File: src/verilog/pixel_corr_pkg.sv
// Constants for the pixel offset, gain and line skip stage
package pixel_corr_pkg;
    localparam int ADDR_W = 8;
    localparam int PIX_W = 14;
    localparam int COEF_W = 16;
    localparam int FIFO_W = 14;
    localparam int FIFO_D = 32;
    localparam logic [7:0] OFF_FIXED_OFFSET_HIGH = 8'h3e;
    localparam logic [7:0] OFF_FIXED_OFFSET_LOW = 8'h3f;
    localparam logic [7:0] OFF_FIXED_GAIN_HIGH = 8'h40;
    localparam logic [7:0] OFF_FIXED_GAIN_LOW = 8'h41;
    localparam logic [7:0] OFF_CORRECTION_SOURCE_CONTROL = 8'h42;
    localparam logic [7:0] OFF_LINES_SAVED_COMPLEMENT = 8'h43;
    localparam logic [7:0] OFF_LINE_GROUP_LENGTH = 8'h44;
    localparam logic [7:0] OFF_LINE_STATUS = 8'h45;
    localparam int CTRL_MULT_ENABLE_BIT = 1;
    localparam int CTRL_GAIN_SRC_BIT = 2;
    localparam int CTRL_OFFSET_SRC_BIT = 4;
    localparam logic [1:0] OFFSET_LOW_MASK = 2'h0;
    localparam int GAIN_FRAC_BITS = 14;
    localparam logic [7:0] RESET_BYTE = 8'h00;
    localparam logic [7:0] RESET_GAIN_HIGH = 8'h40;
    localparam logic [8:0] LINES_PER_GROUP_BASE = 9'h100;
    localparam logic [PIX_W-1:0] PIX_MAX = 14'h3fff;
    localparam logic [31:0] READ_ZERO = 32'h0000_0000;
    typedef enum logic [1:0] {ST_IDLE, ST_ACK} bus_state_t;
endpackage

File: src/verilog/pixel_fifo.sv
// Parameterised valid/ready FIFO
`timescale 1ns/1ns
`default_nettype none
module pixel_fifo #(
    parameter int WIDTH = 14,
    parameter int DEPTH = 32
) (
    input wire logic ref_clk_i,
    input wire logic resetn_i,
    input wire logic in_valid_i,
    output logic in_ready_o,
    input wire logic [WIDTH-1:0] in_data_i,
    output logic out_valid_o,
    input wire logic out_ready_i,
    output logic [WIDTH-1:0] out_data_o
);
    localparam int AW = $clog2(DEPTH);
    logic [WIDTH-1:0] mem [DEPTH];
    logic [AW-1:0] wr_ptr_reg;
    logic [AW-1:0] rd_ptr_reg;
    logic [AW:0] count_reg;
    logic push;
    logic pop;
    assign in_ready_o = (count_reg != DEPTH[AW:0]);
    assign out_valid_o = (count_reg != '0);
    assign out_data_o = mem[rd_ptr_reg];
    assign push = in_valid_i && in_ready_o;
    assign pop = out_valid_o && out_ready_i;
    always_ff @(posedge ref_clk_i) begin
        if (push) begin
            mem[wr_ptr_reg] <= in_data_i;
        end
    end
    always_ff @(posedge ref_clk_i or negedge resetn_i) begin
        if (!resetn_i) begin
            wr_ptr_reg <= '0;
            rd_ptr_reg <= '0;
            count_reg <= '0;
        end else begin
            if (push) begin
                wr_ptr_reg <= wr_ptr_reg + 1'b1;
            end
            if (pop) begin
                rd_ptr_reg <= rd_ptr_reg + 1'b1;
            end
            if (push && !pop) begin
                count_reg <= count_reg + 1'b1;
            end else if (pop && !push) begin
                count_reg <= count_reg - 1'b1;
            end
        end
    end
endmodule
`default_nettype wire

File: src/verilog/pixel_offset_gain_line_skip.sv
// Pixel offset and gain correction with n out of m line skipping
// What this block does
// - A 16-bit fixed offset is held in a high and a low byte and used when fixed offset is chosen.
// - The two low bits of the fixed offset low byte always count as zero.
// - A 16-bit fixed gain is held in a high and a low byte and used when fixed gain is chosen.
// - The gain applied is the chosen coefficient divided by 16384.
// - A control bit bypasses the multiplier so pixels pass unscaled.
// - A control bit picks the gain from the fixed registers or from per-pixel DRAM data.
// - A control bit picks the offset from the fixed registers or from per-pixel DRAM data.
// - With line skipping on, only n lines of every m scanned are saved, the rest dropped.
// - The saved count is programmed as t and means 256 minus t lines.
// - A saved value t of zero bypasses skipping and keeps every line.
// - A group length m of zero bypasses skipping and keeps every line.
`timescale 1ns/1ns
`default_nettype none
module pixel_offset_gain_line_skip (
    input wire logic ref_clk_i,
    input wire logic resetn_i,
    input wire logic [7:0] avs_address_i,
    input wire logic avs_read_i,
    input wire logic avs_write_i,
    input wire logic [31:0] avs_writedata_i,
    input wire logic [3:0] avs_byteenable_i,
    output logic [31:0] avs_readdata_o,
    output logic avs_waitrequest_o,
    input wire logic pix_valid_i,
    output logic pix_ready_o,
    input wire logic [13:0] pix_data_i,
    input wire logic pix_line_end_i,
    input wire logic [15:0] shade_offset_i,
    input wire logic [15:0] shade_gain_i,
    output logic out_valid_o,
    input wire logic out_ready_i,
    output logic [13:0] out_data_o
);
    localparam int PW = pixel_corr_pkg::PIX_W;
    localparam int CW = pixel_corr_pkg::COEF_W;
    localparam int FB = pixel_corr_pkg::GAIN_FRAC_BITS;

    logic [7:0] offset_high_reg;
    logic [7:0] offset_low_reg;
    logic [7:0] gain_high_reg;
    logic [7:0] gain_low_reg;
    logic [7:0] ctrl_reg;
    logic [7:0] saved_t_reg;
    logic [7:0] group_m_reg;
    logic [7:0] line_index_reg;
    logic [31:0] readdata_reg;
    logic waitrequest_reg;
    pixel_corr_pkg::bus_state_t bus_state_reg;
    logic stage_valid_reg;
    logic [PW-1:0] stage_data_reg;
    logic fifo_in_ready;
    logic fifo_out_valid;
    logic [PW-1:0] fifo_out_data;
    logic out_valid_reg;
    logic [PW-1:0] out_data_reg;
    logic pop_fifo;

    function automatic logic [31:0] read_mux(input logic [7:0] addr,
            input logic [7:0] oh, input logic [7:0] ol, input logic [7:0] gh,
            input logic [7:0] gl, input logic [7:0] c, input logic [7:0] t,
            input logic [7:0] m, input logic [7:0] li);
        logic [31:0] r;
        r = pixel_corr_pkg::READ_ZERO;
        case (addr)
            pixel_corr_pkg::OFF_FIXED_OFFSET_HIGH: r[7:0] = oh;
            pixel_corr_pkg::OFF_FIXED_OFFSET_LOW: r[7:0] = ol;
            pixel_corr_pkg::OFF_FIXED_GAIN_HIGH: r[7:0] = gh;
            pixel_corr_pkg::OFF_FIXED_GAIN_LOW: r[7:0] = gl;
            pixel_corr_pkg::OFF_CORRECTION_SOURCE_CONTROL: r[7:0] = c;
            pixel_corr_pkg::OFF_LINES_SAVED_COMPLEMENT: r[7:0] = t;
            pixel_corr_pkg::OFF_LINE_GROUP_LENGTH: r[7:0] = m;
            pixel_corr_pkg::OFF_LINE_STATUS: r[7:0] = li;
            default: r = pixel_corr_pkg::READ_ZERO;
        endcase
        return r;
    endfunction

    // Bus slave: one wait cycle, then acknowledge
    logic access;
    logic wr_now;
    assign access = avs_read_i || avs_write_i;
    assign wr_now = avs_write_i && (bus_state_reg == pixel_corr_pkg::ST_ACK)
        && avs_byteenable_i[0];

    always_ff @(posedge ref_clk_i or negedge resetn_i) begin
        if (!resetn_i) begin
            bus_state_reg <= pixel_corr_pkg::ST_IDLE;
            waitrequest_reg <= 1'b1;
            readdata_reg <= pixel_corr_pkg::READ_ZERO;
        end else begin
            case (bus_state_reg)
                pixel_corr_pkg::ST_IDLE: begin
                    waitrequest_reg <= 1'b1;
                    if (access) begin
                        bus_state_reg <= pixel_corr_pkg::ST_ACK;
                        waitrequest_reg <= 1'b0;
                        readdata_reg <= read_mux(avs_address_i, offset_high_reg,
                            offset_low_reg, gain_high_reg, gain_low_reg, ctrl_reg,
                            saved_t_reg, group_m_reg, line_index_reg);
                    end
                end
                pixel_corr_pkg::ST_ACK: begin
                    bus_state_reg <= pixel_corr_pkg::ST_IDLE;
                    waitrequest_reg <= 1'b1;
                end
                default: begin
                    bus_state_reg <= pixel_corr_pkg::ST_IDLE;
                    waitrequest_reg <= 1'b1;
                end
            endcase
        end
    end
    assign avs_waitrequest_o = waitrequest_reg;
    assign avs_readdata_o = readdata_reg;

    // Register writes
    always_ff @(posedge ref_clk_i or negedge resetn_i) begin
        if (!resetn_i) begin
            offset_high_reg <= pixel_corr_pkg::RESET_BYTE;
            offset_low_reg <= pixel_corr_pkg::RESET_BYTE;
            gain_high_reg <= pixel_corr_pkg::RESET_GAIN_HIGH;
            gain_low_reg <= pixel_corr_pkg::RESET_BYTE;
            ctrl_reg <= pixel_corr_pkg::RESET_BYTE;
            saved_t_reg <= pixel_corr_pkg::RESET_BYTE;
            group_m_reg <= pixel_corr_pkg::RESET_BYTE;
        end else if (wr_now) begin
            case (avs_address_i)
                pixel_corr_pkg::OFF_FIXED_OFFSET_HIGH: offset_high_reg <= avs_writedata_i[7:0];
                pixel_corr_pkg::OFF_FIXED_OFFSET_LOW:
                    offset_low_reg <= {avs_writedata_i[7:2], pixel_corr_pkg::OFFSET_LOW_MASK};
                pixel_corr_pkg::OFF_FIXED_GAIN_HIGH: gain_high_reg <= avs_writedata_i[7:0];
                pixel_corr_pkg::OFF_FIXED_GAIN_LOW: gain_low_reg <= avs_writedata_i[7:0];
                pixel_corr_pkg::OFF_CORRECTION_SOURCE_CONTROL: ctrl_reg <= avs_writedata_i[7:0];
                pixel_corr_pkg::OFF_LINES_SAVED_COMPLEMENT: saved_t_reg <= avs_writedata_i[7:0];
                pixel_corr_pkg::OFF_LINE_GROUP_LENGTH: group_m_reg <= avs_writedata_i[7:0];
                default: ;
            endcase
        end
    end

    // Line skipping decision
    logic skip_bypass;
    logic [8:0] lines_saved;
    logic keep_line;
    assign skip_bypass = (saved_t_reg == pixel_corr_pkg::RESET_BYTE)
        || (group_m_reg == pixel_corr_pkg::RESET_BYTE);
    assign lines_saved = pixel_corr_pkg::LINES_PER_GROUP_BASE - {1'b0, saved_t_reg};
    assign keep_line = skip_bypass || ({1'b0, line_index_reg} < lines_saved);

    logic take_pix;
    assign take_pix = pix_valid_i && pix_ready_o;
    assign pix_ready_o = !stage_valid_reg || fifo_in_ready;

    always_ff @(posedge ref_clk_i or negedge resetn_i) begin
        if (!resetn_i) begin
            line_index_reg <= pixel_corr_pkg::RESET_BYTE;
        end else if (skip_bypass) begin
            line_index_reg <= pixel_corr_pkg::RESET_BYTE;
        end else if (take_pix && pix_line_end_i) begin
            if (line_index_reg >= group_m_reg - 8'h01) begin
                line_index_reg <= pixel_corr_pkg::RESET_BYTE;
            end else begin
                line_index_reg <= line_index_reg + 8'h01;
            end
        end
    end

    // Offset and gain datapath
    logic [CW-1:0] offset_sel;
    logic [CW-1:0] gain_sel;
    logic [CW:0] diff;
    logic [PW-1:0] after_offset;
    logic [PW+CW-1:0] product;
    logic [PW+CW-FB-1:0] scaled;
    logic [PW-1:0] corrected;
    assign offset_sel = ctrl_reg[pixel_corr_pkg::CTRL_OFFSET_SRC_BIT] ? shade_offset_i
        : {offset_high_reg, offset_low_reg};
    assign gain_sel = ctrl_reg[pixel_corr_pkg::CTRL_GAIN_SRC_BIT] ? shade_gain_i
        : {gain_high_reg, gain_low_reg};
    assign diff = {3'h0, pix_data_i} - {1'b0, offset_sel};
    assign after_offset = diff[CW] ? '0 : ((|diff[CW-1:PW]) ? pixel_corr_pkg::PIX_MAX
        : diff[PW-1:0]);
    assign product = after_offset * gain_sel;
    assign scaled = product[PW+CW-1:FB];
    assign corrected = !ctrl_reg[pixel_corr_pkg::CTRL_MULT_ENABLE_BIT] ? after_offset
        : ((|scaled[PW+CW-FB-1:PW]) ? pixel_corr_pkg::PIX_MAX : scaled[PW-1:0]);

    always_ff @(posedge ref_clk_i or negedge resetn_i) begin
        if (!resetn_i) begin
            stage_valid_reg <= 1'b0;
            stage_data_reg <= '0;
        end else if (pix_ready_o) begin
            stage_valid_reg <= take_pix && keep_line;
            stage_data_reg <= corrected;
        end
    end

    pixel_fifo #(
        .WIDTH(pixel_corr_pkg::FIFO_W),
        .DEPTH(pixel_corr_pkg::FIFO_D)
    ) pixel_fifo_i (
        .ref_clk_i(ref_clk_i),
        .resetn_i(resetn_i),
        .in_valid_i(stage_valid_reg),
        .in_ready_o(fifo_in_ready),
        .in_data_i(stage_data_reg),
        .out_valid_o(fifo_out_valid),
        .out_ready_i(pop_fifo),
        .out_data_o(fifo_out_data)
    );

    // Registered output stage
    assign pop_fifo = !out_valid_reg || out_ready_i;
    always_ff @(posedge ref_clk_i or negedge resetn_i) begin
        if (!resetn_i) begin
            out_valid_reg <= 1'b0;
            out_data_reg <= '0;
        end else if (pop_fifo) begin
            out_valid_reg <= fifo_out_valid;
            out_data_reg <= fifo_out_data;
        end
    end
    assign out_valid_o = out_valid_reg;
    assign out_data_o = out_data_reg;
endmodule
`default_nettype wire

File: config.mk
export PLATFORM = sky130hd
export DESIGN_NAME = pixel_offset_gain_line_skip
export DESIGN_NICKNAME = d
export VERILOG_FILES = /design/src/verilog/pixel_corr_pkg.sv /design/src/verilog/pixel_fifo.sv /design/src/verilog/pixel_offset_gain_line_skip.sv
export SDC_FILE = /design/constraint.sdc
export NUM_CORES = 1
export LEC_CHECK = 0
export BUFFER_PORTS_ARGS = -buffer_cell sky130_fd_sc_hd__buf_2
export CORE_ASPECT_RATIO = 1.75
export CORE_MARGIN = 5
export CORE_UTILIZATION = 39
export CTS_CLUSTER_DIAMETER = 150
export CTS_CLUSTER_SIZE = 24
export DETAILED_ROUTE_END_ITERATION = 8
export HOLD_SLACK_MARGIN = 0.02
export SYNTH_ARGS = -nofsm -noshare
export SYNTH_HDL_FRONTEND = slang
export SYNTH_SLANG_ARGS = --single-unit
File: constraint.sdc
create_clock -name ref_clk_i -period 17.7 [get_ports ref_clk_i]
set_clock_uncertainty 0.2 [all_clocks]
set_input_delay 1.77 -clock ref_clk_i [delete_from_list [all_inputs] [get_ports ref_clk_i]]
set_output_delay 1.77 -clock ref_clk_i [all_outputs]
set_load 0.02 [all_outputs]
==> results of run 1 <==
## path summary, 6_finish.rpt
kind / startpoint / endpoint / cells past startpoint
worst max-delay path: shade_offset_i[0] / stage_data_reg[6]$_DFFE_PN0N_ / 30
worst min-delay path: out_data_o[0]$_DFFE_PN0N_ / out_data_o[0]$_DFFE_PN0N_ / 2
max in group asynchronous: resetn_i / offset_high_reg[7]$_DFFE_PN0P_ / 2
worst max register to register: ctrl_reg[4]$_DFFE_PN0P_ / stage_data_reg[6]$_DFFE_PN0N_ / 27
min in group asynchronous: resetn_i / pixel_fifo_i.count_reg[4]$_DFFE_PN0P_ / 1
worst min register to register: out_data_o[0]$_DFFE_PN0N_ / out_data_o[0]$_DFFE_PN0N_ / 2
## power by group through the flow
stage	Combinational [mW]	Clock (mW)	Sequential, mW
6_report	1.06	0.688	1.76
5_1_grt	1.15	0.756	1.78
4_1_cts	1.08	0.709	1.77
3_5_place_dp	1.08	0	1.80
3_3_place_gp	1.06	0	1.78
2_1_floorplan	0.801	0	1.72
## metal layers
layer | vias to the layer above | wire, µm
li1 | 8487 | -
met1 | 9766 | 28100
met2 | 477 | 45700
met3 | 146 | 2530
met4 | 0 | 3670
met5 | - | 0
## kinds of logic (layout without fill, tap and decap cells)
logic type,after synthesis,in the layout,synth area share (%)
DFF,566,566,51.0
and+or+nand+nor,542,542,8.00
buffers and inverters,324,379,4.22
adders and majority gates,302,302,15.6
AOI/OAI and AO/OA,281,281,6.03
muxes,260,260,13.8
xor gates and xnor gates,49,49,1.33
other,1,24,0.0117
## area by class of cell
class	instances	share of cell area, %
Sequential cell	566	47.5
Multi-Input combinational cell	1458	42.2
Tap cell	1057	3.83
Inverter	206	2.24
Clock buffer	47	2.17
Timing Repair Buffer	124	2.03
Clock inverter	2	0.0362
## cell usage in the layout, fill, tap and decap left out, types with 13 or more instances in the layout
cell / netlist / final
fa_1: 166 / 166
inv_1: 206 / 206
conb_1: 1 / 24
clkbuf_16: 0 / 27
xor2_1: 17 / 17
buf_2: 25 / 93
buf_4: 27 / 30
nand3_1: 16 / 16
mux2i_1: 49 / 49
and2_1: 21 / 21
a31oi_1: 17 / 17
and3_1: 13 / 13
ha_1: 136 / 136
a21o_1: 23 / 23
clkbuf_1: 54 / 20
nand2_1: 186 / 186
nor3_1: 20 / 20
nand4_1: 15 / 15
mux2_2: 66 / 66
edfxtp_1: 448 / 448
nor2b_1: 19 / 18
nand2b_1: 48 / 48
o21ai_0: 61 / 61
xnor2_1: 32 / 32
o21a_1: 16 / 16
nor2_2: 2 / 26
dfrtp_1: 116 / 113
mux4_2: 140 / 140
a21oi_1: 59 / 59
nor2_1: 158 / 134
## stage by stage
step	power (mW)	hold slack, ns
floorplan	2.52	0.270
global placement	2.84	0.256
detailed placement	2.88	0.266
CTS	3.56	0.289
global route	3.69	0.315
finish	3.51	0.288
## worst register-to-register path: cells and delay by family (launching register included)
family	cells	cell delay (ns)
AOI/OAI and AO/OA	11	4.20
adders and majority gates	8	3.76
DFF	1	0.96
and+or+nand+nor	3	0.92
muxes	2	0.55
buffers and inverters	3	0.14
==> results.md, run 1 <==
- Status: finished, final reports clean
- Net load switching power: 1.10 mW
- Slew Limit Headroom: 20.3%
- Die Wd: 227 µm
- Drt drc: 0
- Post-CTS Setup Inserts: 0
- P_leak: 13.8 nW
- Placed cell count: 3411
- Clock slew at reported path FFs: 0.10 ns
- Crit-path max FO: 17
- Register area share after synthesis: 51.0%
- Flop pwr share: 50.2%
- Crit. End Element: flip-flop
- DR pass1 iterations: 5
- Power Dens Cells: 101 nW/µm²
- Final setup margin: 6.56 ns
- Wire per inst: 23.1 µm
- Peak VDD IR: 83.7 µV
- Synth Cell Area: 32200 µm²
- Final setup TNS: 0 ns
- CP dominant cell by count: fa_1
- Post-synth top area share: 41.8%
- Bufs on Longest Clock Path: 3
- Pint: 2.41 mW
- Startpoint types: input pin
- Max incr delay on CP: 0.85 ns
- Area occupied by registers: 16400 µm²
- Core box area: 81900 µm²
- TritonCTS clock tree: done
- Synth Flop Type: edfxtp_1
- CTS buffer count: 27
- Fin area: 34600 µm²
- Synth warnings: 0
- Avg Inst Size Synth: 13.8 µm²
- Cell Area, Placed: 33800 µm²
- Top post-synthesis cells by area: edfxtp_1 (42%), fa_1 (10%), mux4_2 (9.8%)
- Vias in the first global route: 20700
- Global route hottest layer: met2
- Clk sinks: 566
- Data required, critical path: 17.94 ns
- Clock Tree Root: clkbuf_16
- Htree depth: 1
- Post-synth top area cell: edfxtp_1
- Post-synthesis register bit count: 566
- Hold Fails Final Rpt: 0
- Initial core utilization: 39.3%
- DRT iter0 DRCs: 1171
- Number of fill cells: 7415
- Area grow syn2layout: 7.35%
- Die height: 390 µm
- Crit path arrival time: 11.38 ns
- Area occupied by multi-input gates: 14600 µm²
- Worst path bufs/invs: 4
- Number of synthesized flops with an enable pin: 448
- Post-synth ARST share: 20.8%
- Met3 usage: 1.44%
- Switching share of power: 31.4%
- Initial antenna violation count: 0
- Largest net degree at the start of global routing: 73
- IO buf count: 94
- Cells after synthesis: 2325
- Standard-cell rows: 139
- Worst setup path class: input pin to flip-flop
- Clk_lat worst skew: 0.58 ns
- Routability cong.: 0.902
- Synth top cells by count: edfxtp_1 (448), inv_1 (206), nand2_1 (186), fa_1 (166), nor2_1 (158)
- Final-report setup violation count: 0
- Layout cells sized above 1: 17.7%
- Gr usage total: 18.0%
- Final Core Density: 42.2%
- Total die area: 88600 µm²
- Vias/cell: 5.46
- Routed Wire Length: 80000 µm
- Max Cap Viol: 0
- Most frequent cell after synthesis: edfxtp_1
- Clock share of power: 19.6%
- Post-CTS resize count: 0
- IO Pins: 146
- RSZ-0062 raised after global routing: false
- Critical path's slowest cell: o21a_1
- Post-synthesis cell type count: 88
- Largest register FFs: 448
- Vias: 18900
- Post-Layout Cell Count: 3460
- GRT met2 Usage: 35.3%
- Worst Hold Class: flip-flop to flip-flop
- Gr ovfl total: 0
- M1 GR Usage: 19.7%
- Final nets: 2782
- Period utilization: 62.9%
- Fmax: 0.0898 GHz
- Place WS: 5.97 ns
- Antenna Cells: 0
- Routed Antenna Nets: 0
- CP delay by family, top: adder cells
- Worst R2R Setup Slack: 6.85 ns
- Combinational Power Share: 30.2%
- First-pass GRT wire length: 123000 µm
- Hold-fix buffers, CTS: 0
- Worst-margin pin slew: 1.18 ns
- Final worst path period need: 11.14 ns
- Slew Limit Fails: 0
- Post-DP HPWL: 59700 µm
Note: power is estimated with default switching activity, not from simulation.
==> run 2, diff against run 1 <==
Clock period 17.7 ns to 10 ns, I/O delays scaled along.
==> results.md, run 2 (same netlist as run 1, synthesis figures left out) <==
- Post-CTS Setup Inserts: 0
- Routed Wire Length: 80300 µm
- Switching share of power: 31.5%
- WP depth: 30
- Post-DP HPWL: 60700 µm
- Cell Area, Placed: 34100 µm²
- Antenna Cells: 0
- Final-report setup violation count: 0
- Vias: 18900
- Final worst path period need: 9.51 ns
- Wire per inst: 22.9 µm
- CTS buffer count: 27
- FF-to-FF path depth: 30
- Largest net degree at the start of global routing: 73
- CP delay by family, top: adder cells
- Worst Hold Class: input pin to async pin
- Htree depth: 1
- P_leak: 14.0 nW
- IO Pins: 146
- Crit. End Element: flip-flop
- Clock Tree Root: clkbuf_16
- Post-CTS resize count: 0
- TritonCTS clock tree: done
- Net load switching power: 1.96 mW
- Fmax: 0.105 GHz
- Crit path arrival time: 9.78 ns
- Clk sinks: 566
- Final setup TNS: 0 ns
- Number of fill cells: 7401
- Slew Limit Fails: 0
- Gr usage total: 18.2%
- Clock slew at reported path FFs: 0.10 ns
- Initial core utilization: 39.3%
- Power Dens Cells: 179 nW/µm²
- Final nets: 2826
- Worst path bufs/invs: 5
- Drt drc: 0
- CP dominant cell by count: fa_1
- DRT iter0 DRCs: 1035
- Slew Limit Headroom: 20.0%
- Period utilization: 95.1%
- Critical path's slowest cell: dfrtp_1
- Hold-fix buffers, CTS: 0
- Routed Antenna Nets: 0
- Combinational Power Share: 30.8%
- Area grow syn2layout: 8.39%
- DR pass1 iterations: 5
- Clock share of power: 19.7%
- Vias in the first global route: 20800
- RSZ-0062 raised after global routing: false
- Pint: 4.27 mW
- Hold Fails Final Rpt: 0
- Max incr delay on CP: 0.79 ns
- Crit-path max FO: 15
- Total die area: 88600 µm²
- Core box area: 81900 µm²
- Max Cap Viol: 0
- Vias/cell: 5.39
- Fin area: 34900 µm²
- Standard-cell rows: 139
- Commonest non-fill, non-tap cell in the layout: edfxtp_1
- Initial antenna violation count: 0
- Flop pwr share: 49.5%
- Status: finished, final reports clean
- Largest register FFs: 448
- Most frequent cells in the layout: edfxtp_1 (448), inv_1 (206), nand2_1 (186)
- Routability cong.: 0.892
- Peak VDD IR: 194 µV
- First-pass GRT wire length: 123000 µm
- Worst-margin pin slew: 1.20 ns
- Bufs on Longest Clock Path: 3
- Gr ovfl total: 0
- Startpoint types: flip-flop
- Die Wd: 227 µm
- Total power: 6.24 mW
- IO buf count: 94
- Data required, critical path: 10.27 ns
- Clk_lat worst skew: 0.60 ns
- Die height: 390 µm
- Layout cells sized above 1: 19.4%
- Worst setup path class: flip-flop to flip-flop
-- run 2: path summary, 6_finish.rpt --
kind                                      startpoint                                    end  slack [ns]
hold / removal                              resetn_i  pixel_fifo_i.count_reg[2]$_DFFE_PN0P_        0.14
min in group ref_clk_i     out_data_o[0]$_DFFE_PN0N_              out_data_o[0]$_DFFE_PN0N_        0.28
setup reg to reg             ctrl_reg[4]$_DFFE_PN0P_          stage_data_reg[9]$_DFFE_PN0N_        0.49
setup / recovery             ctrl_reg[4]$_DFFE_PN0P_          stage_data_reg[9]$_DFFE_PN0N_        0.49
hold reg to reg            out_data_o[0]$_DFFE_PN0N_              out_data_o[0]$_DFFE_PN0N_        0.28
max in group asynchronous                   resetn_i          avs_readdata_o[1]$_DFFE_PN0P_        8.14
-- run 2: area by class of cell --
| type | count | area (µm²) | share of cell area, % |
|---|---|---|---|
| clock buffers | 44 | 739 | 2.12 |
| clock inverters | 3 | 23.8 | 0.0681 |
| inverters | 206 | 773 | 2.22 |
| multi-input cells | 1458 | 14600 | 41.8 |
| flip-flops and latches | 566 | 16400 | 47.1 |
| well taps | 1057 | 1320 | 3.79 |
| repair buffers | 168 | 1030 | 2.96 |
-- run 2: through the flow --
stage | utilization, % | setup slack, ns | std cells | hold WS, ns
after CTS | 42.6 | 0.511 | 3502 | 0.145
after floorplan | - | 1.06 | 2348 | 0.270
after detailed placement | 41.7 | 0.292 | 3455 | 0.268
after global routing | 42.6 | 0.0597 | 3502 | 0.155
final | 42.6 | 0.492 | 3502 | 0.144
after global placement | 41.7 | 0.326 | 3455 | 0.250
-- run 2: per-layer routing --
layer / vias up / wire length (µm) / GRT usage, % / part of all wire [%]
met3: 141 / 2590 / 1.41 / 3.2
met1: 9698 / 28000 / 19.6 / 35
met5: - / 0 / 0 / 0
met4: 0 / 3840 / 7.50 / 4.8
li1: 8574 / - / - / -
met2: 451 / 45900 / 35.7 / 57
-- run 2: power by group through the flow --
stage	Combinational, mW	Clock (mW)	Sequential, mW
after floorplan	1.42	0	3.05
after global placement	1.93	0	3.12
after detailed placement	1.96	0	3.15
after CTS	1.97	1.27	3.09
after global routing	2.09	1.35	3.13
final	1.92	1.23	3.09
-- run 2: worst register-to-register path: cells and delay by family, from the launching register on --
kind | cells | cell delay, ns
adders and majority gates | 8 | 3.61
AOI/OAI and AO/OA | 12 | 3.23
and+or+nand+nor | 4 | 0.81
DFF | 1 | 0.79
buffers and inverters | 5 | 0.48
muxes | 1 | 0.29
